<file path="src/pkg/scs_pkg.sv">
// shared constants and types for the scan-cycle sequencer
package scs_pkg;
    // ************************************************************
    // clock and timing
    // ************************************************************
    localparam int unsigned CLK_MHZ = 100;
    localparam int unsigned WDOG_DEFAULT_MS = 200;
    localparam int unsigned WDOG_DEFAULT_CYC = WDOG_DEFAULT_MS * 1000 * CLK_MHZ;
    localparam logic [15:0] ERR_SW_TIMEOUT = 16'h0003;
    localparam int unsigned NUM_LOOPS = 8;
    // ************************************************************
    // register map (byte addresses)
    // ************************************************************
    localparam logic [7:0] REG_CTRL = 8'h00;
    localparam logic [7:0] REG_STATUS = 8'h04;
    localparam logic [7:0] REG_INPUT_IMG = 8'h08;
    localparam logic [7:0] REG_OUTPUT_IMG = 8'h0c;
    localparam logic [7:0] REG_OVERRIDE_X = 8'h10;
    localparam logic [7:0] REG_OVERRIDE_Y = 8'h14;
    localparam logic [7:0] REG_FORCE = 8'h18;
    localparam logic [7:0] REG_WDOG = 8'h1c;
    localparam logic [7:0] REG_SCAN_CUR = 8'h20;
    localparam logic [7:0] REG_SCAN_MIN = 8'h24;
    localparam logic [7:0] REG_SCAN_MAX = 8'h28;
    localparam logic [7:0] REG_LOOP_CFG = 8'h2c;
    localparam logic [7:0] REG_LOOP_IVL = 8'h30;
    localparam logic [7:0] REG_ERROR = 8'h34;
    localparam logic [7:0] REG_CLOCK = 8'h38;
    localparam logic [7:0] REG_SPECIAL = 8'h3c;
    // ctrl fields
    localparam int CTRL_RUN_BIT = 0;
    localparam int CTRL_ERRCLR_BIT = 1;
    // force fields: [4:0] point, [5] value, [6] 1=output image, [7] go
    localparam int FORCE_VAL_BIT = 5;
    localparam int FORCE_SEL_BIT = 6;
    localparam int FORCE_GO_BIT = 7;
    localparam logic [31:0] SCAN_MIN_RESET = 32'hffffffff;
    // ************************************************************
    // types
    // ************************************************************
    typedef enum logic [3:0] {
        SCS_IN_READ = 4'b0000,
        SCS_PERIPH = 4'b0001,
        SCS_BUS = 4'b0010,
        SCS_CLOCK = 4'b0011,
        SCS_SOLVE = 4'b0100,
        SCS_LOOPS = 4'b0101,
        SCS_OUT_WRITE = 4'b0110,
        SCS_SPECIALTY = 4'b0111,
        SCS_DIAG = 4'b1000
    } scs_phase_e;
    typedef struct packed {
        logic psel;
        logic penable;
        logic pwrite;
        logic [7:0] paddr;
        logic [31:0] pwdata;
    } scs_apb_req_s;
    typedef struct packed {
        logic pready;
        logic pslverr;
        logic [31:0] prdata;
    } scs_apb_rsp_s;
    typedef struct packed {
        logic req;
        logic we;
        logic [31:0] wdata;
    } scs_lbus_req_s;
endpackage

</file>
<file path="src/rtl/scs_loop_sched.sv">
// loop calculation scheduler: one interval counter per configured loop
module scs_loop_sched
    import scs_pkg::*;
#(
    parameter int N = NUM_LOOPS,
    parameter int W = 16
) (
    // clock and reset
    input wire logic i_clk,
    input wire logic i_rst_n,
    // control
    input wire logic i_tick,
    input wire logic [N-1:0] i_enable,
    input wire logic [W-1:0] i_interval,
    // result
    output logic [N-1:0] o_due,
    output logic [N-1:0] o_done
);
    typedef struct packed {
        logic [N-1:0][W-1:0] cnt;
        logic [N-1:0] due;
        logic [N-1:0] done;
    } scs_sched_s;
    scs_sched_s st, next_st;

    // ************************************************************
    // per-loop interval counters
    // ************************************************************
    always_comb begin
        next_st = st;
        for (int k = 0; k < N; k++) begin
            next_st.due[k] = 1'b0;
            if (i_tick) begin
                next_st.done[k] = 1'b0;
                if (!i_enable[k]) begin
                    next_st.cnt[k] = '0;
                end else if (st.cnt[k] >= i_interval) begin
                    next_st.cnt[k] = '0;
                    next_st.due[k] = 1'b1; // RQ11
                    next_st.done[k] = 1'b1;
                end else begin
                    next_st.cnt[k] = st.cnt[k] + W'(1);
                end
            end
        end
    end

    always_ff @(posedge i_clk) begin
        if (!i_rst_n) begin
            st <= '0;
        end else begin
            st <= next_st;
        end
    end

    assign o_due = st.due;
    assign o_done = st.done;
endmodule

</file>
<file path="src/rtl/scs_top.sv">
// scan-cycle sequencer with image, override, force and watchdog
// What this block does
// (RQ1) after input read, serve peripheral requests to change bits
// (RQ2) regular force lasts until that image bit is next written
// (RQ3) per-point override flag freezes discrete image bits
// (RQ4) overridden points ignore all internal changes, including physical input
// (RQ5) peripheral force still works on overridden points and sticks
// (RQ6) program results and i/o update never touch overridden bits
// (RQ7) dedicated bus phase performs local base reads and writes
// (RQ8) clock/calendar and special relays refreshed every scan
// (RQ9) program solve writes output image, not physical outputs
// (RQ10) immediate output drives the physical pin at once
// (RQ11) up to 8 configured loops run after solve, all on one shared interval (loop_ivl)
// (RQ12) output write copies full output image, forces included
// (RQ13) specialty modules get output data after outputs update
// (RQ14) diagnostics check, compute scan time, restart watchdog
// (RQ15) solve past watchdog limit: program mode, outputs off, error
// (RQ16) overrun reports software timeout error code
// (RQ17) keep min, max, current scan time; watchdog limit settable
// (RQ18) input read just before read phase reaches output in one scan
// (RQ19) input missed by read phase is taken next scan
// (RQ20) inputs read in every mode; outputs driven only in run mode
// (RQ21) non-fatal errors keep mode; fatal forces program, outputs off
// (RQ22) phases run in a fixed repeating order
module scs_top
    import scs_pkg::*;
#(
    parameter int NPTS = 32,
    parameter logic [31:0] WDOG_CYC = 32'(WDOG_DEFAULT_CYC)
) (
    // clock and reset
    input wire logic I_CLOCK,
    input wire logic I_RST_N,
    // apb slave
    input wire scs_pkg::scs_apb_req_s I_APB,
    output scs_pkg::scs_apb_rsp_s O_APB,
    // field i/o
    input wire logic [NPTS-1:0] I_FIELD_IN,
    output logic [NPTS-1:0] O_FIELD_OUT,
    // program engine
    input wire logic [NPTS-1:0] I_PROG_RESULT,
    input wire logic I_PROG_DONE,
    input wire logic I_IMM_OUT_VALID,
    input wire logic [4:0] I_IMM_OUT_PT,
    input wire logic I_IMM_OUT_VAL,
    output logic O_SOLVE_START,
    output logic [NPTS-1:0] O_INPUT_IMAGE,
    // local base bus, specialty and loops
    output scs_pkg::scs_lbus_req_s O_LBUS,
    input wire logic I_LBUS_DONE,
    input wire logic [31:0] I_LBUS_RDATA,
    output logic O_SPEC_VALID,
    output logic [NPTS-1:0] O_SPEC_DATA,
    output logic [NUM_LOOPS-1:0] O_LOOP_DUE,
    // status
    output scs_pkg::scs_phase_e O_PHASE,
    output logic O_RUN,
    output logic O_FATAL
);
    import scs_pkg::*;

    typedef struct packed {
        scs_phase_e phase;
        logic run;
        logic fatal;
        logic [15:0] err_code;
        logic [NPTS-1:0] x_img;
        logic [NPTS-1:0] y_img;
        logic [NPTS-1:0] ovr_x;
        logic [NPTS-1:0] ovr_y;
        logic [NPTS-1:0] out_pins;
        logic [7:0] force_cmd;
        logic [31:0] wdog_lim;
        logic [31:0] wdog_cnt;
        logic [31:0] scan_cnt;
        logic [31:0] scan_cur;
        logic [31:0] scan_min;
        logic [31:0] scan_max;
        logic [31:0] rtc;
        logic [31:0] special;
        logic [31:0] lbus_wdata;
        logic [31:0] lbus_rdata;
        logic [NUM_LOOPS-1:0] loop_en;
        logic [15:0] loop_ivl;
        logic [31:0] prdata;
        logic solve_start;
        logic spec_valid;
        logic [NPTS-1:0] spec_data;
    } scs_state_s;
    scs_state_s st, next_st;

    logic [NPTS-1:0] in_meta, in_sync;
    logic apb_wr, apb_rd, sched_tick;
    logic [NUM_LOOPS-1:0] loop_due, loop_done;

    function automatic logic [NPTS-1:0] merge_img(input logic [NPTS-1:0] old_v,
                                                   input logic [NPTS-1:0] new_v,
                                                   input logic [NPTS-1:0] frozen);
        merge_img = (old_v & frozen) | (new_v & ~frozen);
    endfunction

    // ************************************************************
    // field input synchroniser
    // ************************************************************
    always_ff @(posedge I_CLOCK) begin
        if (!I_RST_N) begin
            in_meta <= '0;
            in_sync <= '0;
        end else begin
            in_meta <= I_FIELD_IN;
            in_sync <= in_meta;
        end
    end

    // ************************************************************
    // apb decode, zero wait states
    // ************************************************************
    assign apb_wr = I_APB.psel & I_APB.penable & I_APB.pwrite;
    assign apb_rd = I_APB.psel & ~I_APB.pwrite;

    // ************************************************************
    // loop scheduler
    // ************************************************************
    assign sched_tick = (st.phase == SCS_LOOPS) && st.run;

    scs_loop_sched #(
        .N(NUM_LOOPS),
        .W(16)
    ) u_sched (
        .i_clk(I_CLOCK),
        .i_rst_n(I_RST_N),
        .i_tick(sched_tick),
        .i_enable(st.loop_en),
        .i_interval(st.loop_ivl),
        .o_due(loop_due),
        .o_done(loop_done)
    );

    // ************************************************************
    // scan sequencer
    // ************************************************************
    always_comb begin
        next_st = st;
        next_st.solve_start = 1'b0;
        next_st.spec_valid = 1'b0;
        next_st.scan_cnt = st.scan_cnt + 32'h1;
        unique case (st.phase)
            SCS_IN_READ: begin
                // always read, even in program mode
                next_st.x_img = merge_img(st.x_img, in_sync, st.ovr_x); // RQ4 RQ20 RQ18 RQ19
                next_st.phase = SCS_PERIPH; // RQ22
            end
            SCS_PERIPH: begin
                if (st.force_cmd[FORCE_GO_BIT]) begin // RQ1
                    // forcing bypasses the override mask on purpose
                    if (st.force_cmd[FORCE_SEL_BIT]) begin
                        next_st.y_img[st.force_cmd[4:0]] = st.force_cmd[FORCE_VAL_BIT]; // RQ2 RQ5
                    end else begin
                        next_st.x_img[st.force_cmd[4:0]] = st.force_cmd[FORCE_VAL_BIT]; // RQ2 RQ5
                    end
                    next_st.force_cmd[FORCE_GO_BIT] = 1'b0;
                end
                next_st.phase = SCS_BUS;
            end
            SCS_BUS: begin
                // stall until the local base module completes
                if (I_LBUS_DONE) begin
                    next_st.lbus_rdata = I_LBUS_RDATA; // RQ7
                    next_st.phase = SCS_CLOCK;
                end
            end
            SCS_CLOCK: begin
                next_st.rtc = st.rtc + 32'h1; // RQ8
                next_st.special = {st.run, st.fatal, 14'h0, st.err_code}; // RQ8
                next_st.phase = st.run ? SCS_SOLVE : SCS_DIAG;
                next_st.solve_start = st.run;
                next_st.wdog_cnt = '0;
            end
            SCS_SOLVE: begin
                next_st.wdog_cnt = st.wdog_cnt + 32'h1;
                if (I_PROG_DONE) begin
                    next_st.y_img = merge_img(st.y_img, I_PROG_RESULT, st.ovr_y); // RQ9 RQ6
                    next_st.phase = SCS_LOOPS;
                end else if (st.wdog_cnt >= st.wdog_lim) begin
                    next_st.run = 1'b0; // RQ15 RQ21
                    next_st.fatal = 1'b1;
                    next_st.err_code = ERR_SW_TIMEOUT; // RQ16
                    next_st.phase = SCS_OUT_WRITE;
                end
                if (I_IMM_OUT_VALID && !st.ovr_y[I_IMM_OUT_PT]) begin
                    next_st.out_pins[I_IMM_OUT_PT] = I_IMM_OUT_VAL; // RQ10
                end
            end
            SCS_LOOPS: begin
                next_st.phase = SCS_OUT_WRITE; // RQ11
            end
            SCS_OUT_WRITE: begin
                next_st.out_pins = st.run ? st.y_img : '0; // RQ12 RQ20 RQ21
                next_st.phase = SCS_SPECIALTY;
            end
            SCS_SPECIALTY: begin
                next_st.spec_valid = st.run; // RQ13
                next_st.spec_data = st.y_img;
                next_st.phase = SCS_DIAG;
            end
            SCS_DIAG: begin
                next_st.scan_cur = st.scan_cnt; // RQ14 RQ17
                if (st.scan_cnt < st.scan_min) next_st.scan_min = st.scan_cnt;
                if (st.scan_cnt > st.scan_max) next_st.scan_max = st.scan_cnt;
                next_st.scan_cnt = '0;
                next_st.wdog_cnt = '0; // RQ14
                next_st.phase = SCS_IN_READ;
            end
            default: next_st.phase = SCS_IN_READ;
        endcase

        // software writes; force go is cleared when serviced or by a force write with go low
        if (apb_wr) begin
            unique case (I_APB.paddr)
                REG_CTRL: begin
                    if (!st.fatal) next_st.run = I_APB.pwdata[CTRL_RUN_BIT];
                    if (I_APB.pwdata[CTRL_ERRCLR_BIT]) begin
                        next_st.fatal = 1'b0;
                        next_st.err_code = '0;
                    end
                    if (I_APB.pwdata[CTRL_RUN_BIT] && !st.run && !st.fatal) begin
                        next_st.scan_min = SCAN_MIN_RESET;
                        next_st.scan_max = '0;
                    end
                end
                REG_OVERRIDE_X: next_st.ovr_x = I_APB.pwdata[NPTS-1:0]; // RQ3
                REG_OVERRIDE_Y: next_st.ovr_y = I_APB.pwdata[NPTS-1:0]; // RQ3
                REG_FORCE: next_st.force_cmd = I_APB.pwdata[7:0];
                REG_WDOG: next_st.wdog_lim = I_APB.pwdata; // RQ17
                REG_LOOP_CFG: next_st.loop_en = I_APB.pwdata[NUM_LOOPS-1:0];
                REG_LOOP_IVL: next_st.loop_ivl = I_APB.pwdata[15:0];
                REG_SPECIAL: next_st.lbus_wdata = I_APB.pwdata;
                default: next_st.run = next_st.run;
            endcase
        end

        // read mux, registered in setup phase
        next_st.prdata = '0;
        if (apb_rd) begin
            unique case (I_APB.paddr)
                REG_CTRL: next_st.prdata = {30'h0, st.fatal, st.run};
                REG_STATUS: next_st.prdata = {20'h0, loop_done, st.phase};
                REG_INPUT_IMG: next_st.prdata = 32'(st.x_img);
                REG_OUTPUT_IMG: next_st.prdata = 32'(st.y_img);
                REG_OVERRIDE_X: next_st.prdata = 32'(st.ovr_x);
                REG_OVERRIDE_Y: next_st.prdata = 32'(st.ovr_y);
                REG_FORCE: next_st.prdata = {24'h0, st.force_cmd};
                REG_WDOG: next_st.prdata = st.wdog_lim;
                REG_SCAN_CUR: next_st.prdata = st.scan_cur;
                REG_SCAN_MIN: next_st.prdata = st.scan_min;
                REG_SCAN_MAX: next_st.prdata = st.scan_max;
                REG_LOOP_CFG: next_st.prdata = {24'h0, st.loop_en};
                REG_LOOP_IVL: next_st.prdata = {16'h0, st.loop_ivl};
                REG_ERROR: next_st.prdata = {16'h0, st.err_code};
                REG_CLOCK: next_st.prdata = st.rtc;
                REG_SPECIAL: next_st.prdata = st.lbus_rdata;
                default: next_st.prdata = '0;
            endcase
        end
        if (!next_st.run) next_st.out_pins = '0; // RQ20 RQ21
    end

    always_ff @(posedge I_CLOCK) begin
        if (!I_RST_N) begin
            st <= '0;
            st.phase <= SCS_IN_READ;
            st.wdog_lim <= WDOG_CYC;
            st.scan_min <= SCAN_MIN_RESET;
        end else begin
            st <= next_st;
        end
    end

    // ************************************************************
    // outputs
    // ************************************************************
    assign O_APB.pready = 1'b1;
    assign O_APB.pslverr = 1'b0;
    assign O_APB.prdata = st.prdata;
    assign O_FIELD_OUT = st.out_pins;
    assign O_SOLVE_START = st.solve_start;
    assign O_INPUT_IMAGE = st.x_img;
    assign O_LBUS.req = (st.phase == SCS_BUS);
    assign O_LBUS.we = 1'b1;
    assign O_LBUS.wdata = st.lbus_wdata;
    assign O_SPEC_VALID = st.spec_valid;
    assign O_SPEC_DATA = st.spec_data;
    assign O_LOOP_DUE = loop_due;
    assign O_PHASE = st.phase;
    assign O_RUN = st.run;
    assign O_FATAL = st.fatal;

    // ************************************************************
    // checks
    // ************************************************************
    property p_order;
        @(posedge I_CLOCK) disable iff (!I_RST_N)
        (st.phase == SCS_IN_READ) |=> (st.phase == SCS_PERIPH);
    endproperty
    a_order: assert property (p_order) else $error("phase order broken"); // RQ22

    property p_prog_off;
        @(posedge I_CLOCK) disable iff (!I_RST_N)
        !st.run |-> (O_FIELD_OUT == '0);
    endproperty
    a_prog_off: assert property (p_prog_off) else $error("outputs on in program"); // RQ20

    property p_wdog;
        @(posedge I_CLOCK) disable iff (!I_RST_N)
        (st.phase == SCS_SOLVE && !I_PROG_DONE && st.wdog_cnt >= st.wdog_lim)
            |=> (!st.run && st.fatal && st.err_code == ERR_SW_TIMEOUT);
    endproperty
    a_wdog: assert property (p_wdog) else $error("watchdog trip missed"); // RQ15

    property p_frozen_x;
        @(posedge I_CLOCK) disable iff (!I_RST_N)
        (st.phase == SCS_IN_READ && st.ovr_x != '0)
            |=> (((st.x_img ^ $past(st.x_img)) & $past(st.ovr_x)) == '0);
    endproperty
    a_frozen_x: assert property (p_frozen_x) else $error("override input changed"); // RQ4

    property p_frozen_y;
        @(posedge I_CLOCK) disable iff (!I_RST_N)
        (st.phase == SCS_SOLVE && I_PROG_DONE && st.ovr_y != '0)
            |=> (((st.y_img ^ $past(st.y_img)) & $past(st.ovr_y)) == '0);
    endproperty
    a_frozen_y: assert property (p_frozen_y) else $error("program wrote override"); // RQ6

    property p_outwrite;
        @(posedge I_CLOCK) disable iff (!I_RST_N)
        (st.phase == SCS_OUT_WRITE && st.run) |=> (O_FIELD_OUT == $past(st.y_img) || !st.run);
    endproperty
    a_outwrite: assert property (p_outwrite) else $error("output copy wrong"); // RQ12

    property p_spec;
        @(posedge I_CLOCK) disable iff (!I_RST_N)
        O_SPEC_VALID |-> ($past(st.phase) == SCS_SPECIALTY) && (O_SPEC_DATA == $past(st.y_img));
    endproperty
    a_spec: assert property (p_spec) else $error("specialty data wrong"); // RQ13

    property p_diag;
        @(posedge I_CLOCK) disable iff (!I_RST_N)
        // a ctrl write that sets run from program mode in the same cycle restarts min/max and wins over the update
        (st.phase == SCS_DIAG && !(apb_wr && I_APB.paddr == REG_CTRL))
            |=> (st.scan_cur == $past(st.scan_cnt)) && (st.wdog_cnt == '0)
            && (st.scan_min <= st.scan_cur) && (st.scan_max >= st.scan_cur);
    endproperty
    a_diag: assert property (p_diag) else $error("scan stats wrong"); // RQ14

    property p_clock;
        @(posedge I_CLOCK) disable iff (!I_RST_N)
        (st.phase == SCS_CLOCK) |=> (st.rtc == $past(st.rtc) + 32'h1);
    endproperty
    a_clock: assert property (p_clock) else $error("clock not refreshed"); // RQ8
endmodule

</file>
<file path="config.mk">
export PLATFORM = sky130hd
export DESIGN_NAME = scs_top
export DESIGN_NICKNAME = d
export VERILOG_FILES = /design/src/pkg/scs_pkg.sv /design/src/rtl/scs_loop_sched.sv /design/src/rtl/scs_top.sv
export SDC_FILE = /design/constraint.sdc
export NUM_CORES = 2
export LEC_CHECK = 0
export ABC_AREA = 0
export CORE_MARGIN = 1.5
export CORE_UTILIZATION = 27
export DETAILED_ROUTE_END_ITERATION = 10
export DONT_BUFFER_PORTS = 1
export GPL_ROUTABILITY_DRIVEN = 0
export HOLD_SLACK_MARGIN = 0.05
export MAX_ROUTING_LAYER = met4
export PLACE_DENSITY = 0.37
export SYNTH_ARGS = -nofsm -noshare
export SYNTH_HDL_FRONTEND = slang
export SYNTH_SLANG_ARGS = --single-unit
</file>
<file path="constraint.sdc">
create_clock -name I_CLOCK -period 6.7 [get_ports I_CLOCK]
set_input_delay 0.67 -clock I_CLOCK [delete_from_list [all_inputs] [get_ports I_CLOCK]]
set_output_delay 0.67 -clock I_CLOCK [all_outputs]
set_load 0.1 [all_outputs]
</file>
Word level (Yosys, flattened, before mapping)
Cells that the tools add are included.

Logic and storage cells: 215. Input port bits: 150. Output and inout bits: 180. Bits in registers: 776.

Magnitude comparators: 15. Reductions and logical operators: 34. Eq/ne operators: 30. Bitwise logic cells: 13. $add $sub $neg: 11. Muxes and demuxes: 74.

Operators by type and width (number): $pmux W32 S16 (1); $mux W64 (5); $mux W16 (16); $mux W32 (8); $pmux W32 S2 (4); $add A16 B1 Y16 const B (8); $and A32 B32 Y32 (4); $ge A16 B16 Y1 (8); $add A32 B1 Y32 const B (3); $bwmux W32 (3); $eq A8 B6 Y1 const B (8); $not A32 Y32 (2); $or A32 B32 Y32 (2); $mux W18 (3); $mux W40 (1); $mux W17 (2); $eq A8 B5 Y1 const B (4); $ge A32 B32 Y1 (1); $gt A32 B32 Y1 (1); $lt A32 B32 Y1 (1); $pmux W4 S8 (1); $reduce_and A2 Y1 (15); $mux W1 (22); $mux W22 (1); 25 further kinds (53).

Depth between registers and ports, before layout
Depth after elaboration: 8. Depth in mapped cells: 11. Gate-level depth less buffers: 9.

Hierarchy
Synthesis repeated with hierarchy kept, for this count alone.

Cell total of the unflattened synthesis: 5056. Area, all modules: 41133.2 µm².

By module, submodules not included: scs_top (times used 1, area an instance 31716.7 µm², cells an instance 3920, seq. area each 12652.1 µm²); scs_loop_sched (times used 1, area an instance 9416.5 µm², cells an instance 1136, seq. area each 2882.8 µm²).

Least setup slack after synthesis
OpenSTA, ideal clock, no wires.

Kind: register to register. From: register st, in the netlist O_RUN. To: register u_sched.st[120] in the netlist's numbering. Period minus slack after synthesis: 2.707 ns. Cell stages (with the launch flop): 9. Data required time: 6.626 ns. Path slack: 3.993 ns. Setup time: 0.074 ns. Data arrival time: 2.633 ns. Path buffers: 2. Cells stage by stage: dfxtp_1 -> nand3_2 -> nor2_1 -> buf_4 -> nand2_1 -> nor4_2 -> buf_4 -> a21oi_1 -> a31oi_1.

Word-level cells in the longest chain between the ends: 1.

Ends and longest elaborated chain: start: declaration (line scs_top.sv:90) `scs_state_s st, next_st;`; start signal: assignment (line scs_top.sv:275) `st <= next_st;`; $logic_and A1 B1 Y1 (line scs_top.sv:124) `assign sched_tick = (st.phase == SCS_LOOPS) && st.run;`; end signal: assignment (line scs_loop_sched.sv:52) `st <= next_st;`; end: declaration (line scs_loop_sched.sv:24) `scs_sched_s st, next_st;`.

Every way passes these cells. A chain may end at the register's enable or synchronous reset.

Worst setup path after layout
From: register st, in the netlist O_PHASE[2]. To: register u_sched.st[60] in the netlist's numbering.

Word-level cells in the longest chain between the ends: 2.

Ends and longest elaborated chain (line): $eq A4 B3 Y1 (scs_top.sv:124); $logic_and A1 B1 Y1 (scs_top.sv:124).

Every way passes these cells.

==> results.cfg <==
[status]
outcome = completed

[worst_setup_path]
cpLargestDelayFamily = simple AND/OR/NAND/NOR gates
cp-start-kind = flop
critPathMaxStageDelay_ps = 870
crit_path_end_kind = flop
critical_path_class = flop to flop
critPathArrivalTime_ps = 4560
crit_required_ps = 7340
r2r_slack_ps = 2780
cpMostUsedCell = buf_4
crit_path_top_delay_cell = dfxtp_2
worstReg2RegEnd = u_sched.st[60]
worstPathCellList = and2b_1, nand3_2, nor2_1, buf_4, nand3_1, a21oi_1, buf_4, a41oi_1, a31oi_1
cp_num_buf_inv = 2
rr_startpoint = O_PHASE[2]
cp_max_fo = 14
worst-r2r-cell-count = 9

[synth]
synth_top_cell_area_share = 0.388
yosysTopAreaCell = dfxtp_1
synth_cells = 5013
syn_area_per_cell_um2 = 7.98
synth_commonest_cells = 840 x nand2_1, 776 x dfxtp_1, 509 x a21oi_1, 269 x nand3_1, 267 x clkbuf_1
yosysUniqueCellTypes = 90
synth-edff-count = 0
ys.flop_type = dfxtp_1
synth_seq_cells = 776
yosysMostFrequentCell = nand2_1
yosysWarnings = 0
syn_area_um2 = 40000
ys_seq_area_frac = 0.388
yosys-top-cells-area = dfxtp_1 39%, nand2_1 7.9%, ha_1 7.3%, a21oi_1 6.4%, buf_4 3.4%
synthArstFlopShare = 0

[timing]
final.min_clock_period_ps = 3920
clock.fmax_ghz = 0.255
worst_clock_skew_ps = 48.6
hold_violations = 0
finalCritPeriodShare = 0.585
report.final.slew_viol_count = 0
setup-violations-final = 0
worst_pin_slew_ps = 1320
slew_headroom = 0.122
fin_setup_tns_ps = 0
rsz0062_at_grt = no

[cells_and_area]
multi_input_area_um2 = 21300
regArea_um2 = 15500
nets = 5173
drive_gt1_frac = 0.0717
area_growth_pct = 12.3
fillers = 15800

[min_path]
hold_path_depth = 1
min_from = I_FIELD_IN[20]
min_path_type = primary input to flop
min_to = in_meta[20]

[die]
start_util = 0.271
rows = 141
core_area_um2 = 147000
pin_count = 330
die_w_um = 388
dieHeight_um = 388
dieArea_um2 = 151000

[grt]
grt.busiest_layer = met2
grt_pass1_wl_um = 263000
overflow = 0
global_route.usage.met1 = 0.321
antenna_found_initial = 23
use_met3 = 0.0522
grt_usage = 0.246
grt_pass1_vias = 34600
grt_use_met2 = 0.381
grt_max_degree = 174

[clock_network]
clkTransAtPathRegs_ps = 60
numCtsBuffers = 99
cts_num_sinks = 776
hold_buffers = 76
cts-root-buf = clkbuf_16
cts_buffer_depth = 3
cts_setup_buffers = 0
cts.repair.resized = 0
htree_levels = 3
cts_tree = done
insertion_delay_ps = 740

[detailed_routing]
via_count = 36700
first_iter_violations = 3572
drcViolationCount = 0
routed_wl_um = 185000
viasPerCell = 5.39
first_pass_iters = 7
wl_per_cell_um = 27.1
ant_nets = 0

[run]
maxCapViolations = 0

[power]
ir_drop_mv = 0.235
power_leakage_nw = 16.2
p_total_mw = 11.5
p_per_area_nw_per_um2 = 255

[placed_design]
dp_hpwl_um = 131000
io_buffers = 0
cell type report:
cell class              instances  area share
flip-flops and latches        776       0.346
repair buffers                189      0.0364
well taps                    1930      0.0537
diodes                         17    0.000947
inverters                     169      0.0143
clock inverters                37     0.00869
multi-input cells            3554       0.475
clock buffers                 145      0.0654
kinds of logic after synthesis:
family,Yosys count,synth area share
AO/OA/AOI/OAI,1316,0.205
XOR/XNOR,72,0.0158
adder cells (fa/ha/maj),234,0.0732
buffers and inverters,684,0.0832
flip-flops,776,0.388
multiplexers,49,0.0145
other,2,0.000188
AND/OR/NAND/NOR,1880,0.220
layer usage:
layer	vias up	routed length (µm)
li1	17300	-
met1	18000	82700
met2	1216	84000
met3	233	13000
met4	0	4950
met5	-	0
through the flow:
| step | std cells | hold slack [ps] | setup WS, ps | area (µm²) | util |
|---|---|---|---|---|---|
| 4_1_cts | 6800 | 50.6 | 2790 | 44900 | 0.304 |
| 5_1_grt | 6814 | 60.2 | 2520 | 44900 | 0.305 |
| 6_report | 6817 | 99.6 | 2780 | 44900 | 0.305 |
| 3_3_place_gp | 6542 | 421 | 2860 | 40800 | 0.277 |
| 3_5_place_dp | 6542 | 422 | 2810 | 40800 | 0.277 |
| 2_1_floorplan | 5014 | 412 | 3990 | 40000 | - |
how the worst max path moves through the flow:
stage / slack [ps] / end / from / cells after the start
after floorplan: 3990 / u_sched.st[120] / O_RUN / 8
after global routing: 2520 / u_sched.st[60] / O_PHASE[2] / 9
after global placement: 2860 / u_sched.st[60] / O_PHASE[2] / 9
final: 2780 / u_sched.st[60] / O_PHASE[2] / 9
after detailed placement: 2810 / u_sched.st[60] / O_PHASE[2] / 9
after CTS: 2790 / u_sched.st[60] / O_PHASE[2] / 9
sequential cells by signal, summed over array words and instances (netlist names), 8 cells and up, named ones only:
name and flops:
in_sync 32, u_sched.o_due 8, st 368, O_SPEC_DATA 32, O_APB 32, u_sched.st 128
u_sched.o_done 8, in_meta 32, O_LBUS 32, O_FIELD_OUT 32
placed cells by master (no fill, tap or decap), types with 26 or more instances in the layout:
| master | n |
|---|---|
| a222oi_1 | 34 |
| nor3_1 | 100 |
| a21oi_1 | 509 |
| a211oi_1 | 64 |
| nor2_1 | 224 |
| ha_1 | 234 |
| clkbuf_8 | 27 |
| and3_1 | 58 |
| a21o_1 | 34 |
| or3_1 | 53 |
| and4_1 | 32 |
| o21ai_0 | 236 |
| a22oi_1 | 65 |
| nand2_1 | 837 |
| a31oi_1 | 142 |
| nand4_1 | 80 |
| inv_1 | 168 |
| buf_4 | 111 |
| dfxtp_1 | 771 |
| nand3_1 | 269 |
| and2_1 | 104 |
| a221oi_1 | 39 |
| mux2i_1 | 41 |
| dlygate4sd3_1 | 76 |
| xnor2_1 | 26 |
| xor2_1 | 46 |
| a22o_1 | 33 |
| clkbuf_16 | 100 |
power breakdown:
part	leakage (nW)	internal [mW]	total, mW	switching, mW
registers	6.27	4.70	4.90	0.202
clock network	1.65	3.26	5.56	2.30
logic	8.25	0.223	0.998	0.775
total	16.2	8.19	11.5	3.28
worst register-to-register path: stages, from the launching register on:
cell and delay [ps]:
dfxtp_2 870, and2b_1 380, nand3_2 240, nor2_1 560, buf_4 280, nand3_1 90
a21oi_1 800, buf_4 350, a41oi_1 130, a31oi_1 150
Note: power is estimated with default switching activity, not from simulation.
